File: src/rtl/ird_map.svh
/*
  Constants for the instruction holding register and two-operand decoder:
  reset and forced patterns, field positions and micro-PC branch codes.
  Assumes it is included by bare name from the package and the design modules.
*/
`ifndef IRD_MAP_SVH
`define IRD_MAP_SVH

// Width of the instruction word.
`define IRD_IR_W          16
// Pattern after reset and after a service microstep (conditional branch).
`define IRD_IR_RESET      16'h8000
`define IRD_IR_SERVICE    16'h8000
// Pattern after a double bus fault (halt).
`define IRD_IR_HALT       16'h0000
// Field positions inside the instruction word.
`define IRD_OP_HI         15
`define IRD_OP_LO         12
`define IRD_SMODE_HI      11
`define IRD_SMODE_LO      9
`define IRD_DMODE_HI      5
`define IRD_DMODE_LO      3
// Opcode values of bits 14..12 and of bits 15..12.
`define IRD_OP3_NONE      3'h0
`define IRD_OP3_MOV       3'h1
`define IRD_OP3_CMP       3'h2
`define IRD_OP3_BIT       3'h3
`define IRD_OP3_EXT       3'h7
`define IRD_OP4_SUB       4'he
`define IRD_OP4_FLOAT     4'hf
// Micro-PC bits 7..3 forced during a two-operand dispatch.
`define IRD_MPC_MOV       5'h11
`define IRD_MPC_SUB       5'h14
`define IRD_MPC_NONMODIFYING_CLASS    5'h17
`define IRD_MPC_MOD_NZ    5'h0c
`define IRD_MPC_DOP       5'h09
// Jump and subroutine-call opcodes checked for an illegal register mode.
`define IRD_JMP_OP        10'h001
`define IRD_JSR_OP        7'h04

`endif

File: src/rtl/ird_pkg.sv
/*
  Types shared by the instruction decoder modules.
  Assumes ird_map.svh is on the include path.
*/
package ird_pkg;
  `include "ird_map.svh"

  // Instruction word type.
  typedef logic [`IRD_IR_W-1:0] ird_word_t;

  // Two-operand decode class, one-hot.
  typedef enum logic [5:0] {
    IRD_CL_NONE   = 6'h01,
    IRD_CL_MOV    = 6'h02,
    IRD_CL_SUB    = 6'h04,
    IRD_CL_NONMODIFYING_CLASS = 6'h08,
    IRD_CL_MOD    = 6'h10,
    IRD_CL_RESV   = 6'h20
  } ird_class_e;
endpackage

File: src/rtl/ird_dec_if.sv
/*
  Carrier between the instruction register top and its two-operand decoder.
  Assumes both ends run on the same clock; the decoder is purely combinational.
*/
interface ird_dec_if;
  import ird_pkg::*;
  ird_word_t  ir;            // Held instruction word.
  logic       float_present; // Floating-point option fitted.
  ird_class_e cls;           // Decoded class.
  logic [7:0] mpc_bits;      // Micro-PC bits to force, logic 1 means pull low.
  logic [7:0] mpc_drive;     // Which micro-PC bits are forced.
  logic       trap_class0;   // Trap-class bit 0 value.
  logic       illegal;       // Illegal instruction and mode pairing.

  modport top (output ir, output float_present, input cls, input mpc_bits,
               input mpc_drive, input trap_class0, input illegal);
  modport dec (input ir, input float_present, output cls, output mpc_bits,
               output mpc_drive, output trap_class0, output illegal);
endinterface

File: src/rtl/ird_dop_decode.sv
/*
  Combinational two-operand decoder: classifies the held instruction and
  produces the micro-PC branch bits and trap-class bit for a dispatch.
  Assumes the top samples its results while a dispatch is requested, and the class also during a generic ALU step.
*/
module ird_dop_decode
  import ird_pkg::*;
(
  // Link to the top.
  ird_dec_if.dec dec
);

  // Opcode and mode fields.
  logic [2:0] op3;   // Bits 14..12.
  logic [3:0] op4;   // Bits 15..12.
  logic       sm0;   // Source mode zero.
  logic       dm0;   // Destination mode zero.

  // Returns the micro-PC bits 7..3 for a class.
  function automatic logic [4:0] mpc_hi(input ird_class_e c, input logic both0);
    logic [4:0] r;
    r = `IRD_MPC_DOP;
    case (c)
      IRD_CL_MOV:    r = both0 ? `IRD_MPC_MOV : `IRD_MPC_DOP;
      IRD_CL_SUB:    r = both0 ? `IRD_MPC_SUB : `IRD_MPC_DOP;
      IRD_CL_NONMODIFYING_CLASS: r = both0 ? `IRD_MPC_NONMODIFYING_CLASS : `IRD_MPC_DOP;
      IRD_CL_MOD:    r = both0 ? `IRD_MPC_DOP : `IRD_MPC_MOD_NZ;
      default:       r = 5'h00;
    endcase
    return r;
  endfunction

  // Classify the opcode; length varies, so the wider fields are checked too.
  always_comb
  begin
    op3 = dec.ir[`IRD_OP_HI-1:`IRD_OP_LO];
    op4 = dec.ir[`IRD_OP_HI:`IRD_OP_LO];
    sm0 = (dec.ir[`IRD_SMODE_HI:`IRD_SMODE_LO] == 3'h0);
    dm0 = (dec.ir[`IRD_DMODE_HI:`IRD_DMODE_LO] == 3'h0);
    dec.cls = IRD_CL_NONE;
    if (op4 == `IRD_OP4_FLOAT)
    begin
      // Float range traps unless the option is fitted.
      dec.cls = dec.float_present ? IRD_CL_NONE : IRD_CL_RESV;
    end
    else if (op4 == `IRD_OP4_SUB)
    begin
      dec.cls = IRD_CL_SUB;
    end
    else if (op3 == `IRD_OP3_MOV)
    begin
      dec.cls = IRD_CL_MOV;
    end
    else if (op3 == `IRD_OP3_CMP || op3 == `IRD_OP3_BIT)
    begin
      dec.cls = IRD_CL_NONMODIFYING_CLASS;
    end
    else if (op3 != `IRD_OP3_NONE && op3 != `IRD_OP3_EXT)
    begin
      dec.cls = IRD_CL_MOD;
    end
    // Register mode is illegal as a jump or call target.
    dec.illegal = dm0 && (dec.ir[15:6] == `IRD_JMP_OP || dec.ir[15:9] == `IRD_JSR_OP);
  end

  // Build the branch bits; reserved codes force nothing and clear the trap bit.
  always_comb
  begin
    dec.mpc_bits    = 8'h00;
    dec.mpc_drive   = 8'h00;
    dec.trap_class0 = 1'b0;
    if (dec.cls == IRD_CL_RESV)
    begin
      dec.trap_class0 = 1'b0;
    end
    else if (dec.cls != IRD_CL_NONE)
    begin
      dec.trap_class0 = 1'b1;
      dec.mpc_bits    = {mpc_hi(dec.cls, sm0 && dm0), dec.ir[`IRD_SMODE_HI:`IRD_SMODE_LO]};
      dec.mpc_drive   = 8'hff;
    end
  end

endmodule

File: src/rtl/ird_top.sv
/*
  Instruction holding register with its two-operand dispatch decoder.
  Assumes one 10 MHz clock; the processor clock pulse, service, fault and
  dispatch inputs come from logic on that clock. The micro-PC lines are
  wired-OR and open-drain: ground is logic 1, resolved outside this block.
*/
module ird_top
  import ird_pkg::*;
(
  // Clock and reset.
  input  wire logic                 i_mclk,
  input  wire logic                 i_rstn,
  // Instruction load.
  input  wire logic                 i_processor_clock_pulse,
  input  wire logic                 i_load_instruction_strobe,
  input  wire logic [`IRD_IR_W-1:0] i_source_select_multiplexer,
  // Forcing events.
  input  wire logic                 i_service_branch_test,
  input  wire logic                 i_bus_fault,
  input  wire logic                 i_double_fault_guard_enable,
  // Dispatch control.
  input  wire logic                 i_decode_dispatch_request,
  input  wire logic                 i_float_option_present,
  input  wire logic                 i_generic_alu_step,
  // Held instruction.
  output logic [`IRD_IR_W-1:0]      o_instruction_holding_register,
  // Wired-OR micro-PC bits 7..0.
  output logic [7:0]                o_micro_program_counter_out,
  output logic [7:0]                o_micro_program_counter_oe_n,
  // Decode results.
  output logic                      o_trap_class_bit0,
  output logic                      o_reserved_trap,
  output logic                      o_illegal_trap,
  output logic                      o_aux_alu_active,
  output logic [2:0]                o_aux_alu_op
);

  // Register state and next values.
  // Each group of state has one combinational process that works out the
  // next values and one clocked process that only registers them.
  // Every output of this module is read straight from one of these flops,
  // so the control store never sees a combinational glitch on its lines.
  ird_word_t  ir_reg;           // Instruction holding register.
  ird_word_t  ir_next;
  logic       svc_reg;          // Previous service level, for edge detect.
  logic       svc_next;
  logic [7:0] oe_n_reg;         // Active-low enables of the micro-PC pins.
  logic [7:0] oe_n_next;
  logic       tc0_reg;          // Trap-class bit 0.
  logic       tc0_next;
  logic       resv_reg;         // Reserved-instruction trap.
  logic       resv_next;
  logic       ill_reg;          // Illegal pairing trap.
  logic       ill_next;
  logic       aux_reg;          // Auxiliary ALU control in charge.
  logic       aux_next;
  logic [2:0] aop_reg;          // Auxiliary ALU function.
  logic [2:0] aop_next;
  logic [7:0] mpc_out_reg;      // Level put on the micro-PC pins, always ground.
  logic [7:0] mpc_out_next;

  // Decoder link.
  // The decoder is purely combinational and reads the registered word, so
  // its results settle within the cycle after the word is registered, before
  // the dispatch flops take them at the next edge. The float option level is passed through untouched.
  ird_dec_if dec_if ();

  assign dec_if.ir            = ir_reg;
  assign dec_if.float_present = i_float_option_present;

  // Two-operand decoder instance.
  ird_dop_decode u_dop
  (
    .dec (dec_if.dec)
  );

  // Next instruction word: guarded fault beats service, service beats load.
  // The order matters: a second bus fault inside the trap sequence must
  // halt the processor even if a load or a service step falls in the same
  // cycle, and the service pattern must win over a stale load so that a
  // halt is never decoded right after an initialize. A fault without the
  // guard is ignored here; the trap sequence deals with it.
  always_comb
  begin
    ir_next  = ir_reg;
    svc_next = i_service_branch_test;
    if (i_bus_fault && i_double_fault_guard_enable)
    begin
      // Double fault: clear to the halt pattern.
      ir_next = `IRD_IR_HALT;
    end
    else if (svc_reg && !i_service_branch_test)
    begin
      // Service trailing edge: clear all bits, set the top one.
      ir_next = `IRD_IR_SERVICE;
    end
    else if (i_load_instruction_strobe && i_processor_clock_pulse)
    begin
      // Processor clock pulse high together with the strobe: load.
      ir_next = i_source_select_multiplexer;
    end
    // An unguarded fault takes no branch above and keeps the word.
  end

  // Register the instruction and the service edge detector.
  // The edge detector resets to the idle low level of the service input,
  // so no false trailing edge is seen in the first cycle after reset.
  // The reset word is the service pattern, a conditional branch.
  always_ff @(posedge i_mclk or negedge i_rstn)
  begin
    if (!i_rstn)
    begin
      ir_reg  <= `IRD_IR_RESET;
      svc_reg <= 1'b0;
    end
    else
    begin
      ir_reg  <= ir_next;
      svc_reg <= svc_next;
    end
  end

  // Dispatch outputs; lines are released whenever no dispatch is requested.
  // The micro-PC lines are open-drain and wired-OR with the control store:
  // this block only ever pulls a line to ground, which the sequencer reads
  // as a one. Releasing every enable outside a dispatch lets the control
  // store's own next address pass through unchanged.
  always_comb
  begin
    mpc_out_next = 8'h00;
    oe_n_next = 8'hff;
    tc0_next  = 1'b0;
    resv_next = 1'b0;
    ill_next  = 1'b0;
    if (i_decode_dispatch_request)
    begin
      // A forced one is a driven-low pin, so enable where the bit is one.
      oe_n_next = ~(dec_if.mpc_bits & dec_if.mpc_drive);
      tc0_next  = dec_if.trap_class0;
      resv_next = (dec_if.cls == IRD_CL_RESV);
      ill_next  = dec_if.illegal;
    end
  end

  // Auxiliary ALU control: follow the opcode during a generic ALU step.
  // Only recognised two-operand classes take over the ALU function; a
  // reserved or unknown opcode leaves the microword in charge.
  always_comb
  begin
    aux_next = 1'b0;
    aop_next = 3'h0;
    if (i_generic_alu_step && dec_if.cls != IRD_CL_NONE && dec_if.cls != IRD_CL_RESV)
    begin
      aux_next = 1'b1;
      aop_next = ir_reg[`IRD_OP_HI-1:`IRD_OP_LO];
    end
  end

  // Register all decode outputs; outputs come straight from these flops.
  // In reset every line is released and every flag is low, so the
  // sequencer starts from its own address.
  always_ff @(posedge i_mclk or negedge i_rstn)
  begin
    if (!i_rstn)
    begin
      mpc_out_reg <= 8'h00;
      oe_n_reg <= 8'hff;
      tc0_reg  <= 1'b0;
      resv_reg <= 1'b0;
      ill_reg  <= 1'b0;
      aux_reg  <= 1'b0;
      aop_reg  <= 3'h0;
    end
    else
    begin
      mpc_out_reg <= mpc_out_next;
      oe_n_reg <= oe_n_next;
      tc0_reg  <= tc0_next;
      resv_reg <= resv_next;
      ill_reg  <= ill_next;
      aux_reg  <= aux_next;
      aop_reg  <= aop_next;
    end
  end

  // Output connections; the pin level driven is always ground.
  // The enables alone decide which micro-PC lines are pulled low.
  assign o_instruction_holding_register = ir_reg;
  assign o_micro_program_counter_out    = mpc_out_reg;
  assign o_micro_program_counter_oe_n   = oe_n_reg;
  assign o_trap_class_bit0              = tc0_reg;
  assign o_reserved_trap                = resv_reg;
  assign o_illegal_trap                 = ill_reg;
  assign o_aux_alu_active               = aux_reg;
  assign o_aux_alu_op                   = aop_reg;

endmodule

File: config.mk
export PLATFORM = sky130hd
export DESIGN_NAME = ird_top
export DESIGN_NICKNAME = d
export VERILOG_FILES = /design/src/rtl/ird_pkg.sv /design/src/rtl/ird_dec_if.sv /design/src/rtl/ird_dop_decode.sv /design/src/rtl/ird_top.sv
export VERILOG_INCLUDE_DIRS = /design/src /design/src/rtl
export SDC_FILE = /design/constraint.sdc
export NUM_CORES = 1
export LEC_CHECK = 0
export ABC_AREA = 1
export BUFFER_PORTS_ARGS = -buffer_cell sky130_fd_sc_hd__buf_2
export CORE_ASPECT_RATIO = 0.9
export CORE_MARGIN = 2
export CORE_UTILIZATION = 35
export DETAILED_ROUTE_END_ITERATION = 16
export GPL_TIMING_DRIVEN = 0
export SLEW_MARGIN = 20
export SYNTH_ARGS = -nofsm -noshare
export SYNTH_HDL_FRONTEND = slang
export SYNTH_HIERARCHICAL = 1
export SYNTH_SLANG_ARGS = --single-unit
export TNS_END_PERCENT = 1
File: constraint.sdc
create_clock -name i_mclk -period 2.09 [get_ports i_mclk]
set_input_delay 0.5225 -clock i_mclk [delete_from_list [all_inputs] [get_ports i_mclk]]
set_output_delay 0.5225 -clock i_mclk [all_outputs]
set_load 0.005 [all_outputs]
# --- Word level (Yosys, flattened, before mapping) ---
# Cells that the tools add are included.
op_classes:
  n_eq_ne: 15
  n_mux: 26
  bitwise_logic: 2
  n_reduce_logical: 15
ops:
  columns: ["cell", "count"]
  rows:
  - ["2-to-1 mux 16 bit", 3]
  - ["2-to-1 mux 8 bit", 5]
  - ["2-to-1 mux 6 bit", 5]
  - ["2-to-1 mux 5 bit", 4]
  - ["case mux 5 bit (4 select lines)", 1]
  - ["equality test 10 x 1 -> 1 bit (second input constant)", 1]
  - ["bitwise AND 8 bit", 1]
  - ["equality test 4 bit (second input constant)", 2]
  - ["logical AND 1 bit", 8]
  - ["inverter 8 bit", 1]
  - ["equality test 7 x 3 -> 1 bit (second input constant)", 1]
  - ["equality test 3 x 2 -> 1 bit (second input constant)", 2]
  - ["equality test 6 x 2 -> 1 bit (second input constant)", 1]
  - ["equality test 6 x 3 -> 1 bit (second input constant)", 1]
  - ["equality test 6 x 4 -> 1 bit (second input constant)", 1]
  - ["equality test 6 x 5 -> 1 bit (second input constant)", 1]
  - ["equality test 6 bit (second input constant)", 1]
  - ["logical NOT 3 bit", 2]
  - ["2-to-1 mux 1 bit", 6]
  - ["2-to-1 mux 3 bit", 2]
  - ["inequality test 6 x 1 -> 1 bit (second input constant)", 1]
  - ["inequality test 6 bit (second input constant)", 1]
  - ["nonzero test 3 bit", 2]
  - ["equality test 3 x 1 -> 1 bit (second input constant)", 1]
  - ["3 further kinds", 4]
totals:
  ff_bits: 32
  output_inout_bits: 39
  elab_cells: 66

# --- Depth between registers and ports, before layout ---
# Gate-level depths: netlist of run 1.
logic_depth:
  word_depth: 14
  ltp_mapped: 9
  depth_no_buf: 9

# --- Modules after synthesis ---
# Netlist of run 1, hierarchy kept.
modules_own_cells:
  columns: ["module", "instances", "cells_per_inst", "area_each_um2", "seq_area_each_um2"]
  rows:
  - ["ird_top", 1, 130, 1345.0, 812.0]
  - ["ird_dop_decode", 1, 64, 307.8, 0.0]

# --- Least setup slack after synthesis of run 1 ---
# OpenSTA, ideal clock, no wires.
synth_path:
  kind: "flip-flop to flip-flop"
  startpoint: "register ir_reg[12] (netlist: o_instruction_holding_register[12])"
  endpoint: "register aop_reg[0] (netlist: o_aux_alu_op[0])"
  setup_ns: 0.120
  arrival_time_ns: 1.320
  required_ns: 1.970
  path_slack_ns: 0.650
  path_stages_with_launch: 9
  n_path_buf: 0
  path_cell_list: "dfrtp_1 -> o21ai_1 -> nand2_2 -> nor2_1 -> inv_1 -> nor2_1 -> nand3_1 -> nand3_1 -> nor2_1"
synth_between:
  elab_chain_cells: 11
  word_cells_on_any_way: 19
synth_rtl:
  columns: ["item", "line_no", "text"]
  rows:
  - ["from (decl)", "ird_top.sv:43", "ird_word_t ir_reg;"]
  - ["from (signal assigned)", "ird_top.sv:113", "ir_reg <= `IRD_IR_RESET;"]
  - ["from (signal assigned)", "ird_top.sv:118", "ir_reg <= ir_next;"]
  - ["inequality test 3 bit (no line) / nonzero test 3 bit (equally long branches)", null, null]
  - ["logical AND 1 bit (no line)", null, null]
  - ["2-to-1 mux 5 bit", "ird_dop_decode.sv:58", "else if (op3 != `IRD_OP3_NONE && op3 != `IRD_OP3_EXT)"]
  - ["2-to-1 mux 6 bit", "ird_dop_decode.sv:54", "else if (op3 == `IRD_OP3_CMP || op3 == `IRD_OP3_BIT)"]
  - ["2-to-1 mux 6 bit", "ird_dop_decode.sv:50", "else if (op3 == `IRD_OP3_MOV)"]
  - ["2-to-1 mux 6 bit", "ird_dop_decode.sv:46", "else if (op4 == `IRD_OP4_SUB)"]
  - ["2-to-1 mux 6 bit (*)", "ird_dop_decode.sv:41", "if (op4 == `IRD_OP4_FLOAT)"]
  - ["via dec_if.cls[0]", "ird_dec_if.sv:9", "ird_class_e cls;"]
  - ["inequality test 6 x 1 -> 1 bit", "ird_top.sv:152", "if (i_generic_alu_step && dec_if.cls != IRD_CL_NONE && dec_if.cls != IRD_CL_RESV)"]
  - ["logical AND 1 bit", "ird_top.sv:152", null]
  - ["logical AND 1 bit (*)", "ird_top.sv:152", null]
  - ["2-to-1 mux 3 bit (*)", "ird_top.sv:152", null]
  - ["via aop_next[0]", "ird_top.sv:58", "logic [2:0] aop_next;"]
  - ["to (signal assigned)", "ird_top.sv:182", "aop_reg <= aop_next;"]
  - ["to (decl)", "ird_top.sv:57", "logic [2:0] aop_reg;"]
# Mark *: on every way through the listed nets, which the timed path passes. The rest lies on a longest branch.
# A chain may end at the register's enable or synchronous reset.

# --- Final worst setup path of run 1 ---
layout_path:
  startpoint: "register ir_reg[14] (netlist: o_instruction_holding_register[14])"
  endpoint: "register aop_reg[0] (netlist: o_aux_alu_op[0])"
# The elaborated chain is that of the path after synthesis.

==> results.yml, run 1 <==
sta:
  fin_setup_tns_ns: 0
  worstMarginPinSlew_ns: 0.702
  max_slew_margin_pct: 53.2
  finalCritPeriodShare_pct: 79.9
  setup_violations: 0
  hold_violations: 0
  fmax_mhz: 599
  hold_ws_ns: 0.293
  fin_skew_ns: 0.00603
  maxSlewViolCount: 0
  period_needed_ns: 1.67
  rsz0062_at_grt: "no"
global_routing:
  met2_usage_pct: 20.1
  grt_max_degree: 33
  grt_pass1_wl_um: 5450
  antenna_found_initial: 0
  grt_pass1_vias: 1252
  use_met3_pct: 4.69
  gr-max-usage-layer: "met2"
  grt_use_met1_pct: 16.3
  overflow: 0
  grtUsageTotal_pct: 12.9
worst_setup_path:
  cp_cell_sequence: "inv_1 -> o21ai_1 -> nand2_2 -> nor2_1 -> inv_1 -> nor2_1 -> nand3_1 -> nand3_1 -> nor2_1"
  cp_num_buf_inv: 2
  cp_top_family: "simple AND/OR/NAND/NOR gates"
  cpMaxStageDelayCell: "dfrtp_1"
  endpoint_kind: "register"
  required_ns: 2.25
  startpoint_type: "register"
  cpPeakStageDelay_ns: 0.48
  crit_top_cell: "nor2_1"
  critPathKind: "reg2reg"
  crit_arrival_ns: 1.83
  cp_max_fo: 12
cts:
  ctsResizeCount: 0
  hold_buffers: 0
  clk_pin_slew_worst_paths_ns: 0.06
  cts_tree: "built"
  cts_buffers: 5
  cts_max_level: 2
  clkLatencyLatePin_ns: 0.28
  clock-root-buffer: "clkbuf_8"
  clock_path_buffers: 2
  post-cts-setup-buffers: 0
  numClockSinks: 32
layout:
  layout.nets: 290
  regArea_um2: 812
  layout_common_cells: "57 x buf_2, 42 x nand2_1, 23 x inv_1, 23 x dfrtp_1, 19 x nor2_1"
  drive_gt1_share_pct: 46.0
  syn2layout_area_growth_pct: 28.2
  layout_commonest_cell: "buf_2"
  antenna_cells: 0
  multiInputGateArea_um2: 601
  fill_cells: 454
  largest_reg_flops: 16
die:
  num_rows: 23
  start_util_pct: 36.8
  dieArea_mm2: 0.00529
  die_h_um: 69.2
  core_mm2: 0.00449
  boundaryPins: 65
  fp.dieW_um: 76.4
detailed_routing:
  drtPass1Iterations: 4
  vias: 1318
  wl_per_cell_um: 9.73
  detail-route-antenna-nets: 0
  drt_iter0_drc: 21
  drcViolationCount: 0
  vias_per_cell: 4.03
  wirelength_um: 3180
synth:
  seq_area_frac_synth_pct: 49.1
  avgSynthCellArea_um2: 8.52
  syn_inst: 194
  ys_warn_count: 6
  netlist_area_mm2: 0.00165
  synth.distinct_cells: 23
  ys_ff_latch: 32
outcome:
  status: "finished clean"
power_and_ir_drop:
  ir_worst_vdd_mv: 0.324
  leakagePower_nw: 1.14
  p_per_area_mw_per_mm2: 659
placed_design:
  gp_congestion: 0.744
  io_buffers: 56
  hpwl_um: 2400
run:
  cap_viol_max_count: 0
worst_hold_path:
  hp-class: "in2async"
[power breakdown]
part,internal (mW),switching [mW],leakage (nW),total (mW)
sequential,0.654,0.0236,0.405,0.678
clock,0.233,0.210,0.0422,0.443
combinational,0.127,0.147,0.693,0.274
total,1.01,0.381,1.14,1.40
[path summary, 6_finish.rpt]
kind	start	cells past startpoint	end	slack, ns
max	o_instruction_holding_register[14]	9	o_aux_alu_op[0]	0.42
max in group asynchronous	i_rstn	1	o_instruction_holding_register[10]	1.35
max reg2reg	o_instruction_holding_register[14]	9	o_aux_alu_op[0]	0.42
min reg2reg	svc_reg	2	o_instruction_holding_register[15]	0.52
min in group i_mclk	i_service_branch_test	1	svc_reg	0.36
min	i_rstn	1	o_reserved_trap	0.29
[cells by family after synthesis]
group / Yosys count / share of synthesized area (%)
other: 1 / 0.227
AOI/OAI and AO/OA: 20 / 8.40
DFF: 32 / 49.1
buffers and inverters: 47 / 16.1
and+or+nand+nor: 94 / 26.1
[layer usage]
| layer | wire, um | share of wire (%) |
|---|---|---|
| met1 | 1520 | 48 |
| met2 | 1370 | 43 |
| met3 | 249 | 7.8 |
| met4 | 49 | 1.5 |
| met5 | 0 | 0 |
[per-stage QoR]
stage | setup slack [ns] | utilization [%] | power, mW | instance area (um^2) | std cells
2_1_floorplan | 0.650 | - | 0.870 | 1680 | 201
3_3_place_gp | 0.472 | 45.4 | 0.963 | 2040 | 319
3_5_place_dp | 0.427 | 45.4 | 0.966 | 2040 | 319
4_1_cts | 0.409 | 47.2 | 1.42 | 2120 | 327
5_1_grt | 0.288 | 47.2 | 1.48 | 2120 | 327
6_report | 0.421 | 47.2 | 1.40 | 2120 | 327
[cell usage after synthesis (all sizes together)]
cell,count,area [um^2]
a21oi,17,123
a31oi,1,6.26
buf,20,160
conb,1,3.75
dfrtp,23,576
dfstp,9,236
inv,27,106
nand2,56,250
nand3,14,70.1
nand3b,1,7.51
nor2,21,88.8
nor3,2,15.0
o21ai,2,10.0
[area by class of cell]
| type | count | area share [%] |
|---|---|---|
| plain buffers | 20 | 7.56 |
| clock buffers | 7 | 3.60 |
| clock inverters | 1 | 0.236 |
| inverters | 27 | 5.02 |
| multi-input cells | 122 | 28.4 |
| flip-flops and latches | 32 | 38.3 |
| well taps | 62 | 3.66 |
| repair buffers | 56 | 13.2 |
[worst register-to-register path, cell delays in order (launching register included)]
cell     delay [ns]
dfrtp_1        0.48
inv_1          0.11
o21ai_1        0.17
nand2_2        0.21
nor2_1         0.18
inv_1          0.05
nor2_1         0.08
nand3_1        0.07
nand3_1        0.14
nor2_1         0.06
Power figures use the tool's default switching activity.
==> inputs of run 2 (changes only) <==
--- a/config.mk
+++ b/config.mk
@@ -6,7 +6,7 @@
 export SDC_FILE = /design/constraint.sdc
 export NUM_CORES = 1
 export LEC_CHECK = 0
-export ABC_AREA = 1
+export ABC_AREA = 0
 export BUFFER_PORTS_ARGS = -buffer_cell sky130_fd_sc_hd__buf_2
 export CORE_ASPECT_RATIO = 0.9
 export CORE_MARGIN = 2
==> constraint.sdc (replaced) <==
create_clock -name i_mclk -period 1.69 [get_ports i_mclk]
set_input_delay 0.4225 -clock i_mclk [delete_from_list [all_inputs] [get_ports i_mclk]]
set_output_delay 0.4225 -clock i_mclk [all_outputs]
set_load 0.005 [all_outputs]
==> run 2 against run 1 <==
Against the previous run: flip-flop and latch count unchanged; worst hold slack worse by 0.11 ns; die area is 9.7% higher; non-clock buffer count is 14 higher; synthesized cell count fell by 14%; cell area grew 15%; utilization grew 2.3 points; global-route usage increased by 2.1 points; maximum frequency rose by 1.0%; highest routed layer unchanged.
==> results.yml, run 2 <==
outcome:
  status: "finished clean"
power_and_ir_drop:
  p_sw_mw: 0.519
  p_per_area_mw_per_mm2: 849
  p_int_mw: 1.55
  ir_worst_vdd_mv: 0.459
  pwr-share-comb_pct: 20.1
  pwr-share-seq_pct: 40.9
  p_clk_share_pct: 39.0
  swShare_pct: 25.1
  leakagePower_nw: 1.16
die:
  fp.dieW_um: 80.1
  num_rows: 24
  dieArea_mm2: 0.00580
  start_util_pct: 37.0
  die_h_um: 72.4
  boundaryPins: 65
  core_mm2: 0.00492
synth:
  synth_top_cell_by_area: "dfrtp_1"
  synth_top_family_by_area: "compound AO/OA/AOI/OAI gates"
  netlist.area_leader.share_pct: 31.6
  synth_fa_ha_area_share_pct: 0
  synth.distinct_cells: 40
  synthXorXnorAreaFrac_pct: 0.962
  synth_compound_area_share_pct: 23.5
  avgSynthCellArea_um2: 11.0
  synth_area_leaders: "dfrtp_1 32%, dfstp_2 13%, a211oi_2 9.6%"
  synth-simple-area-share_pct: 17.7
  synth.most_common_cell: "nand3_1"
  ys_ff_latch: 32
  synth_top_flop_cell: "dfrtp_1"
  synthMuxAreaShare_pct: 0
  seq_area_frac_synth_pct: 44.6
  synthTopCellsByCount: "25 x nand3_1, 23 x dfrtp_1, 18 x buf_4"
  async_flop_share_pct: 100
  ys_warn_count: 6
  netlist_area_mm2: 0.00182
  syn_inst: 166
  synth_edf_count: 0
cts:
  cts_tree: "built"
  clock-root-buffer: "clkbuf_8"
  clock_path_buffers: 2
  numClockSinks: 32
  cts_buffers: 5
  clk_pin_slew_worst_paths_ns: 0.07
  cts_max_level: 2
  clkLatencyLatePin_ns: 0.28
sta:
  hold_ws_ns: 0.184
  hold_violations: 0
  setup_violations: 0
  fmax_mhz: 605
  maxSlewViolCount: 0
  max_slew_margin_pct: 53.1
  fin_setup_tns_ns: 0
  worstMarginPinSlew_ns: 0.704
  fin_skew_ns: 0.00393
  finalCritPeriodShare_pct: 97.8
  period_needed_ns: 1.65
  rsz0062_at_grt: "yes"
worst_setup_path:
  r2r-start: "o_instruction_holding_register[5]"
  rr_worst_depth: 5
  r2r_end: "o_micro_program_counter_oe_n[3]"
  startpoint_type: "register"
  worstSetupEndpoint: "o_micro_program_counter_oe_n[3]"
  regToRegSetupSlack_ns: 0.04
  required_ns: 1.89
  cp_max_fo: 3
  crit_arrival_ns: 1.85
  crit_path_start: "o_instruction_holding_register[5]"
  endpoint_kind: "register"
  critPathKind: "reg2reg"
placed_design:
  dpl.cell_count: 294
  place_area_mm2: 0.00222
  gp_congestion: 0.702
  hpwl_um: 2920
  io_buffers: 56
layout:
  design_area_mm2: 0.00244
  drive_gt1_share_pct: 56.8
  largest_reg_flops: 16
  antenna_cells: 0
  layout.nets: 268
  layout_common_cells: "59 x buf_2, 25 x buf_4, 24 x nand3_1, 20 x dfrtp_1, 15 x a211oi_2"
  syn2layout_area_growth_pct: 33.8
  layout_commonest_cell: "buf_2"
  fill_cells: 496
  final_util_pct: 49.5
  final_cell_count_no_fill: 308
detailed_routing:
  vias_per_cell: 4.68
  drt_iter0_drc: 82
  drtPass1Iterations: 4
  vias: 1442
  drcViolationCount: 0
  wirelength_um: 3990
  detail-route-antenna-nets: 0
  wl_per_cell_um: 13.0
global_routing:
  grt_pass1_wl_um: 6700
  grt_max_degree: 33
  overflow: 0
  antenna_found_initial: 0
  grtUsageTotal_pct: 15.0
  grt_pass1_vias: 1408
worst_hold_path:
  hp-class: "in2async"
run:
  cap_viol_max_count: 0
==> run 2: final cells by class <==
class / count / area (um^2) / share of cell area, %
Buffer: 27 / 208 / 8.52
Clock buffer: 7 / 96.3 / 3.95
Clock inverter: 1 / 30.0 / 1.23
Inverter: 7 / 26.3 / 1.08
Multi-Input combinational cell: 106 / 847 / 34.8
Sequential cell: 32 / 816 / 33.5
Tap cell: 65 / 81.3 / 3.34
Timing Repair Buffer: 63 / 333 / 13.7
==> run 2: power by group through the flow <==
stage | logic, mW | clock network, mW | registers, mW
floorplan | 0.263 | 0 | 0.853
global placement | 0.385 | 0 | 0.856
detailed placement | 0.390 | 0 | 0.856
CTS | 0.405 | 0.821 | 0.845
global route | 0.465 | 0.868 | 0.854
finish | 0.417 | 0.806 | 0.846
==> run 2: worst min-delay path by stage <==
| stage | endpoint | from | cells after the start | slack, ns |
|---|---|---|---|---|
| after floorplan | o_aux_alu_active | i_rstn | 0 | 0.13 |
| after global placement | o_reserved_trap | i_rstn | 1 | 0.52 |
| after detailed placement | o_reserved_trap | i_rstn | 1 | 0.53 |
| after CTS | o_reserved_trap | i_rstn | 1 | 0.22 |
| after global routing | svc_reg | i_service_branch_test | 1 | 0.24 |
| final | o_aux_alu_op[1] | i_rstn | 1 | 0.18 |
==> run 2: metal layers <==
metal | share of wire [%] | global-route usage, %
met5 | 0 | 0
met4 | 1.6 | 5.84
met3 | 7.0 | 4.23
met2 | 46 | 23.2
met1 | 45 | 20.0
==> run 2: cell families (layout without fill, tap and decap cells) <==
logic type / Yosys count / in the layout
compound gates: 43 / 43
xor+xnor: 2 / 2
simple gates: 53 / 53
other cells: 1 / 8
flops: 32 / 32
buf+inv: 35 / 105
==> run 2: critical path, stage by stage (launching register included) <==
cell      delay, ns
dfrtp_1        0.38
or4_4          0.57
nor3_4         0.17
xnor2_1        0.11
o311ai_2       0.23
nand3_1        0.11
==> run 2: through the flow <==
stage	setup WS (ns)	power (mW)
6_report	0.0378	2.07
5_1_grt	-0.0590	2.19
4_1_cts	-0.0219	2.07
3_5_place_dp	-0.102	1.25
3_3_place_gp	-0.0934	1.24
2_1_floorplan	0.0858	1.12
==> run 2: timing repair <==
item | CTS | global route
buffers inserted | 4 | 3
hold buffers | 0 | 0
resized for setup | 2 | 9
pin swaps | 4 | 6
endpoints found under the setup margin | 5 | 9
